===== config.mk =====
export PLATFORM = sky130hd
export DESIGN_NAME = hub_attach_suspend_irq_ctrl
export DESIGN_NICKNAME = d
export VERILOG_FILES = /design/src/rtl/hub_ctrl_pkg.sv /design/src/rtl/hub_attach_suspend_irq_ctrl.sv
export SDC_FILE = /design/constraint.sdc
export NUM_CORES = 1
export LEC_CHECK = 0
export ABC_CLOCK_PERIOD_IN_PS = 4600
export BUFFER_PORTS_ARGS = -buffer_cell sky130_fd_sc_hd__buf_2
export CAP_MARGIN = 15
export CORE_ASPECT_RATIO = 0.75
export CORE_MARGIN = 1
export CORE_UTILIZATION = 55
export CTS_BUF_LIST = sky130_fd_sc_hd__clkbuf_16
export CTS_CLUSTER_SIZE = 8
export DETAILED_ROUTE_END_ITERATION = 16
export MAX_ROUTING_LAYER = met4
export PLACE_DENSITY_LB_ADDON = 0.05
export SLEW_MARGIN = 20
export SYNTH_ARGS = -nofsm -noshare
export SYNTH_HDL_FRONTEND = slang
export SYNTH_SLANG_ARGS = --single-unit

===== constraint.sdc =====
create_clock -name i_ref_clk -period 4.6 [get_ports i_ref_clk]
set_input_delay 0.92 -clock i_ref_clk [delete_from_list [all_inputs] [get_ports i_ref_clk]]
set_output_delay 0.92 -clock i_ref_clk [all_outputs]
set_load 0.005 [all_outputs]

===== src/rtl/hub_ctrl_pkg.sv =====
package hub_ctrl_pkg;

  // number of interrupt event sources
  localparam int unsigned IRQ_SRC_NUM = 4;

  // clock rate in kHz, period 8 ns
  localparam int unsigned CLK_KHZ = 125000;

  // link power transition times as printed
  localparam int unsigned L1_ENTRY_US = 65;
  localparam int unsigned L1_EXIT_US  = 100;
  localparam int unsigned L2_ENTRY_US = 3000;
  localparam int unsigned L2_EXIT_US  = 2000;

  // derived cycle counts, rounded down (approximate figures)
  localparam int unsigned L1_ENTRY_CYC = L1_ENTRY_US * CLK_KHZ / 1000;
  localparam int unsigned L1_EXIT_CYC  = L1_EXIT_US * CLK_KHZ / 1000;
  localparam int unsigned L2_ENTRY_CYC = L2_ENTRY_US * CLK_KHZ / 1000;
  localparam int unsigned L2_EXIT_CYC  = L2_EXIT_US * CLK_KHZ / 1000;

  // reset values
  localparam logic RST_ATTACH  = 1'b0;
  localparam logic RST_SUSPEND = 1'b1;

  // link power states
  typedef enum logic [2:0] {
    LINK_L0,
    LINK_TO_L1,
    LINK_L1,
    LINK_FROM_L1,
    LINK_TO_L2,
    LINK_L2,
    LINK_FROM_L2
  } link_state_e;

  // status seen by the outside
  typedef struct packed {
    logic       attached;
    logic [1:0] link_pwr;
    logic       clk_run;
    logic       pll_on;
  } hub_status_s;

endpackage : hub_ctrl_pkg


===== src/rtl/hub_attach_suspend_irq_ctrl.sv =====
`timescale 1ns/100ps
module hub_attach_suspend_irq_ctrl #(
  parameter int unsigned N_SRC        = hub_ctrl_pkg::IRQ_SRC_NUM,
  parameter int unsigned L1_ENTRY_CYC = hub_ctrl_pkg::L1_ENTRY_CYC,
  parameter int unsigned L1_EXIT_CYC  = hub_ctrl_pkg::L1_EXIT_CYC,
  parameter int unsigned L2_ENTRY_CYC = hub_ctrl_pkg::L2_ENTRY_CYC,
  parameter int unsigned L2_EXIT_CYC  = hub_ctrl_pkg::L2_EXIT_CYC
) (
  // clock, reset, enable
  input  wire logic               i_ref_clk,
  input  wire logic               i_sys_rst,
  input  wire logic               i_clk_en,
  // attach control
  input  wire logic               i_upstream_connect_in,
  input  wire logic               i_master_present,
  input  wire logic               i_attach_done,
  // link power requests from the protocol engine
  input  wire logic               i_req_sleep,
  input  wire logic               i_req_suspend,
  input  wire logic               i_req_resume,
  input  wire logic               i_host_configured,
  input  wire logic               i_suspend_out_en,
  // shared interrupt / wake pin
  input  wire logic               i_irq_pin,
  output logic                    o_irq_pin,
  output logic                    o_irq_pin_oe,
  // interrupt sources and status
  input  wire logic [N_SRC-1:0]   i_irq_cond,
  input  wire logic [N_SRC-1:0]   i_irq_mask,
  input  wire logic [N_SRC-1:0]   i_irq_clear,
  output logic      [N_SRC-1:0]   o_irq_status,
  output logic                    o_int_n,
  // hub state
  output logic                    o_attach,
  output logic                    o_suspend,
  output hub_ctrl_pkg::hub_status_s o_status
);

  localparam int unsigned CW = $clog2(L2_ENTRY_CYC + 1);

  // pin synchronisers; the first stage feeds only the second
  logic [1:0] conn_sync;
  logic [1:0] pin_sync;
  logic       conn_s;
  logic       wake_req;
  logic [1:0] oe_hist;
  assign conn_s = conn_sync[1];

  always_ff @(posedge i_ref_clk) begin
    if (i_sys_rst) begin
      conn_sync <= 2'h0;
      pin_sync  <= 2'h3;
      oe_hist   <= 2'h0;
    end else if (i_clk_en) begin
      conn_sync <= {conn_sync[0], i_upstream_connect_in};
      pin_sync  <= {pin_sync[0], i_irq_pin};
      oe_hist   <= {oe_hist[0], o_irq_pin_oe};
    end
  end

  // wake request is low on the pin while we are not pulling it low;
  // the synchroniser still shows our own pull for two edges after release
  always_comb begin
    wake_req = !pin_sync[1] && !o_irq_pin_oe && !(|oe_hist);
  end

  // attach gating
  logic next_attach;
  always_comb begin
    if (i_master_present)
      next_attach = i_attach_done && conn_s;
    else
      next_attach = conn_s;
  end

  // link power state machine with transition timers
  hub_ctrl_pkg::link_state_e state;
  hub_ctrl_pkg::link_state_e next_state;
  logic [CW-1:0]             cnt;
  logic [CW-1:0]             next_cnt;
  logic                      done;
  assign done = (cnt == '0);

  always_comb begin
    next_state = state;
    next_cnt   = done ? cnt : cnt - CW'(1);
    if (!o_attach) begin
      next_state = hub_ctrl_pkg::LINK_L0;
      next_cnt   = '0;
    end else begin
      unique case (state)
        hub_ctrl_pkg::LINK_L0: begin
          if (i_req_suspend) begin
            next_state = hub_ctrl_pkg::LINK_TO_L2;
            next_cnt   = CW'(L2_ENTRY_CYC);
          end else if (i_req_sleep) begin
            next_state = hub_ctrl_pkg::LINK_TO_L1;
            next_cnt   = CW'(L1_ENTRY_CYC);
          end
        end
        hub_ctrl_pkg::LINK_TO_L1: if (done) next_state = hub_ctrl_pkg::LINK_L1;
        hub_ctrl_pkg::LINK_L1: begin
          if (i_req_resume) begin
            next_state = hub_ctrl_pkg::LINK_FROM_L1;
            next_cnt   = CW'(L1_EXIT_CYC);
          end
        end
        hub_ctrl_pkg::LINK_FROM_L1: if (done) next_state = hub_ctrl_pkg::LINK_L0;
        hub_ctrl_pkg::LINK_TO_L2: if (done) next_state = hub_ctrl_pkg::LINK_L2;
        hub_ctrl_pkg::LINK_L2: begin
          if (i_req_resume) begin
            next_state = hub_ctrl_pkg::LINK_FROM_L2;
            next_cnt   = CW'(L2_EXIT_CYC);
          end
        end
        hub_ctrl_pkg::LINK_FROM_L2: if (done) next_state = hub_ctrl_pkg::LINK_L0;
      endcase
    end
  end

  // status outputs; clocks stop only in L2, pll back on wake request
  logic                    suspended;
  logic                    next_suspend;
  hub_ctrl_pkg::hub_status_s next_status;
  assign suspended = (state == hub_ctrl_pkg::LINK_L2);

  always_comb begin
    // selective port suspend has no input here, so it cannot reach the pin
    next_suspend = i_suspend_out_en &&
                   (suspended || !i_host_configured);
    next_status.attached = o_attach;
    next_status.link_pwr = suspended ? 2'h2 :
                           (state == hub_ctrl_pkg::LINK_L1) ? 2'h1 : 2'h0;
    next_status.clk_run  = !suspended;
    next_status.pll_on   = !suspended || wake_req;
  end

  // latched, edge-triggered interrupt status, set wins over clear
  logic [N_SRC-1:0] cond_q;
  logic [N_SRC-1:0] next_irq_status;
  logic             next_int_n;
  genvar g;
  generate
    for (g = 0; g < N_SRC; g++) begin : g_src
      always_comb begin
        if (i_irq_cond[g] && !cond_q[g])
          next_irq_status[g] = 1'b1;
        else if (i_irq_clear[g])
          next_irq_status[g] = 1'b0;
        else
          next_irq_status[g] = o_irq_status[g];
      end
    end
  endgenerate

  always_comb begin
    next_int_n = !(|(next_irq_status & i_irq_mask));
  end

  // all state registers except the pin synchronisers and oe_hist
  always_ff @(posedge i_ref_clk) begin
    if (i_sys_rst) begin
      state        <= hub_ctrl_pkg::LINK_L0;
      cnt          <= '0;
      o_attach     <= hub_ctrl_pkg::RST_ATTACH;
      o_suspend    <= hub_ctrl_pkg::RST_SUSPEND;
      o_status     <= '0;
      cond_q       <= '0;
      o_irq_status <= '0;
      o_int_n      <= 1'b1;
      o_irq_pin    <= 1'b0;
      o_irq_pin_oe <= 1'b0;
    end else if (i_clk_en) begin
      state        <= next_state;
      cnt          <= next_cnt;
      o_attach     <= next_attach;
      o_suspend    <= next_suspend;
      o_status     <= next_status;
      cond_q       <= i_irq_cond;
      o_irq_status <= next_irq_status;
      o_int_n      <= next_int_n;
      o_irq_pin    <= 1'b0; // open drain: only ever pulls low
      o_irq_pin_oe <= !next_int_n;
    end
  end

  // checks
  attach_gate_a: assert property (@(posedge i_ref_clk) disable iff (i_sys_rst)
    i_clk_en && i_master_present && !i_attach_done |=> !o_attach)
    else $error("attached without done bit");
  attach_free_a: assert property (@(posedge i_ref_clk) disable iff (i_sys_rst)
    i_clk_en && !i_master_present && conn_s |=> o_attach)
    else $error("no attach with connect high");
  suspend_lvl_a: assert property (@(posedge i_ref_clk) disable iff (i_sys_rst)
    i_clk_en && i_suspend_out_en && !i_host_configured |=> o_suspend)
    else $error("suspend low while unconfigured");
  clk_stop_a: assert property (@(posedge i_ref_clk) disable iff (i_sys_rst)
    i_clk_en && state == hub_ctrl_pkg::LINK_L1 |=> o_status.clk_run)
    else $error("clock stopped outside suspend");
  pll_wake_a: assert property (@(posedge i_ref_clk) disable iff (i_sys_rst)
    i_clk_en && wake_req |=> o_status.pll_on)
    else $error("pll off on wake request");
  irq_hold_a: assert property (@(posedge i_ref_clk) disable iff (i_sys_rst)
    i_clk_en && o_irq_status[0] && !i_irq_clear[0] |=> o_irq_status[0])
    else $error("status dropped without clear");
  irq_edge_a: assert property (@(posedge i_ref_clk) disable iff (i_sys_rst)
    i_clk_en && !o_irq_status[0] && cond_q[0] |=> !o_irq_status[0])
    else $error("status set on held condition");
  int_out_a: assert property (@(posedge i_ref_clk) disable iff (i_sys_rst)
    i_clk_en ##1 $stable(i_irq_mask) |-> o_int_n == !(|(o_irq_status & $past(i_irq_mask))))
    else $error("interrupt output mismatch");
  l1_entry_a: assert property (@(posedge i_ref_clk) disable iff (i_sys_rst)
    i_clk_en && state == hub_ctrl_pkg::LINK_L0 && next_state == hub_ctrl_pkg::LINK_TO_L1
    |=> cnt == CW'(L1_ENTRY_CYC))
    else $error("sleep entry timer wrong");

endmodule : hub_attach_suspend_irq_ctrl


==> results.cfg <==
[run_status]
status = finished, final reports clean

[synthesis]
syn_avg_cell_area_sq_um = 7.98
async_flop_share_pct = 0
yosysTopAreaCell = dfxtp_1
synth_cells = 321
synth_nets = 347
yosys-top-cells-count = dfxtp_1, nor2_1, nand2_1
synth_top_area_share_pct = 35.2
synth_cell_type_count = 62
yosys_warnings = 0
synth_most_common_cell = dfxtp_1
synth_enable_flop_cells = 0
netlist_top_cells_area = dfxtp_1, mux2i_1, nor2_1
synth_seq_cells = 45
syn_area_sq_um = 2560
yosysSeqAreaShare_pct = 35.2
synthFlopType = dfxtp_1

[clock_network]
postCtsSetupBuffers = 0
ctsResizeCount = 0
cts_made_buffers = 5
clock_sinks = 45
htreeDepth = 2
cts_tree = yes
cts_buffer_depth = 2
cts_root_buffer = clkbuf_16
cts_hold_buffers = 0
clkSlewWorstSetupHoldPaths_ns = 0.07
clk_latency_ns = 0.28

[worst_setup_path]
crit_path_start_kind = flop
cp_top_family = simple AND/OR/NAND/NOR gates
worstPathArrival_ns = 2.62
reg2reg_to = cnt[6]$_SDFFE_PP0P_
crit_path_end_kind = flop
crit_chain = inv_1 -> ha_1 -> or4b_2 -> nor2_1 -> nand2_2 -> a41o_1 -> a32o_1
cp.required_ns = 4.77
cp_max_fo = 7
cpPeakStageDelay_ns = 0.61
r2r-start = cnt[1]$_SDFFE_PP0P_
reg2reg_depth = 7
r2r_slack_ns = 2.15
slowest_stage = or4b_2
crit_type = reg2reg
cp.buffers_inverters = 1

[min_path]
whs_endpoint = o_int_n$_SDFFE_PP1P_
hp-start = o_int_n$_SDFFE_PP1P_
hold_path_class = reg2reg
hold_depth = 2

[drt]
viasPerCell = 6.29
drt-pass1-iter-count = 5
antenna_left = 0
via_count = 2566
drc_errors = 0
wl_um = 6670
drtIter0Drc = 312
wl_per_cell_um = 16.3

[floorplan]
ioPinCount = 38
start_util_pct = 57.4
die_y_um = 61.1
core_area_sq_um = 4470
die-area_sq_um = 4940
die_width_um = 80.8
num_rows = 21

[placed_design]
placed_cells = 400
gp_congestion = 0.943
place_hpwl_um = 4850
port_buffers = 36
pre_cts_slack_ns = 2.13

[global_route]
antenna_found_initial = 0
grt_usage_pct = 29.9
grt_first_pass_wirelength_um = 10800
grt_pass1_vias = 2235
grt_max_degree = 43
gr-total-overflow = 0

[final_layout]
diodes = 0
stdcell_count = 408
postLayoutCoreUtil_pct = 65.1
drive_above_1_share_pct = 16.0
area_growth_pct = 13.5
nNetsFinal = 376

[power]
finalPower_mw = 0.878
p_leak_nw = 1.19
powerDensity_nw_per_um2 = 302
peakVddDrop_mv = 0.261

[flow_run]
drv_cap = 0

[sta]
fin_skew_ns = 0.00642
setup_violations = 0
fin_crit_sh_pct = 53.2
rsz0062_at_grt = no
worst_pin_slew_ns = 1.03
period_minus_slack_ns = 2.45
setup_tns_ns = 0
maxSlewViolCount = 0
max_slew_margin_pct = 30.6
worst_slack_ns = 2.15
fmax_ghz = 0.409
hold_viol = 0
## metrics by stage
step                      cell area, sq um  hold WS [ns]
after CTS                             2910         0.461
after floorplan                       2560         0.432
after global placement                2770         0.447
after detailed placement              2770         0.447
final                                 2910         0.458
after global routing                  2910         0.478
## cell type report
| class | count | area, sq um |
|---|---|---|
| Fill cell | 413 | 1560 |
| Tap cell | 57 | 71.3 |
| Sequential cell | 45 | 901 |
| Multi-Input combinational cell | 247 | 1550 |
| Clock inverter | 3 | 17.5 |
| Clock buffer | 5 | 125 |
| Timing Repair Buffer | 38 | 195 |
| Inverter | 13 | 48.8 |
## routing by layer
| layer | vias up | share of wire (%) | routed length, um | GRT usage, % |
|---|---|---|---|---|
| met5 | - | 0 | 0 | - |
| met4 | 0 | 1.6 | 107 | 9.69 |
| met2 | 143 | 42 | 2770 | 41.5 |
| met1 | 1160 | 47 | 3150 | 42.8 |
| li1 | 1249 | - | - | - |
| met3 | 14 | 9.6 | 639 | 6.22 |
## flip-flops by register name, indices dropped and copies added, names as in the netlist, 2 cells and up
signal and flops:
o_irq_status 4, pin_sync 2, conn_sync 2, oe_hist 2, o_status 5, cond_q 4, cnt 19, state 3
## worst reg2reg max path, cell delays in order, from the launching register on
cell and delay (ns):
dfxtp_1 0.36, inv_1 0.10, ha_1 0.17, or4b_2 0.61
nor2_1 0.40, nand2_2 0.22, a41o_1 0.26, a32o_1 0.22
## cell families after synthesis
kind of cell | after synthesis | synth area share (%)
AOI/OAI and AO/OA | 93 | 25.7
xor gates and xnor gates | 4 | 1.37
adders and majority gates | 2 | 0.976
buffers and inverters | 29 | 4.39
DFF | 45 | 35.2
muxes | 15 | 5.86
other | 1 | 0.146
and+or+nand+nor | 132 | 26.4
## power by group
part	internal, mW	switching (mW)	total [mW]
Combinational	0.0492	0.0691	0.118
Sequential	0.402	0.00988	0.412
Clock	0.199	0.148	0.348
## placed cells by master (no fill, tap or decap), types with 6 or more instances in the layout
master   count
dfxtp_1     45
nor2_1      38
buf_2       36
nand2_1     33
o21ai_0     17
a21oi_1     16
mux2i_1     15
inv_1       13
nand3_1     10
nor2b_1      9
a31oi_1      9
nand4_1      9
a22oi_1      6
## how the worst max path moves through the flow
stage / end / from / cells past startpoint
floorplan: cnt[18]$_SDFFE_PP0P_ / i_clk_en / 6
global placement: cnt[9]$_SDFFE_PP0P_ / i_clk_en / 6
detailed placement: cnt[9]$_SDFFE_PP0P_ / i_clk_en / 6
CTS: cnt[6]$_SDFFE_PP0P_ / cnt[1]$_SDFFE_PP0P_ / 7
global route: state[0]$_SDFFE_PP0P_ / cnt[1]$_SDFFE_PP0P_ / 7
finish: cnt[6]$_SDFFE_PP0P_ / cnt[1]$_SDFFE_PP0P_ / 7
Note: power is estimated with default switching activity, not from simulation.
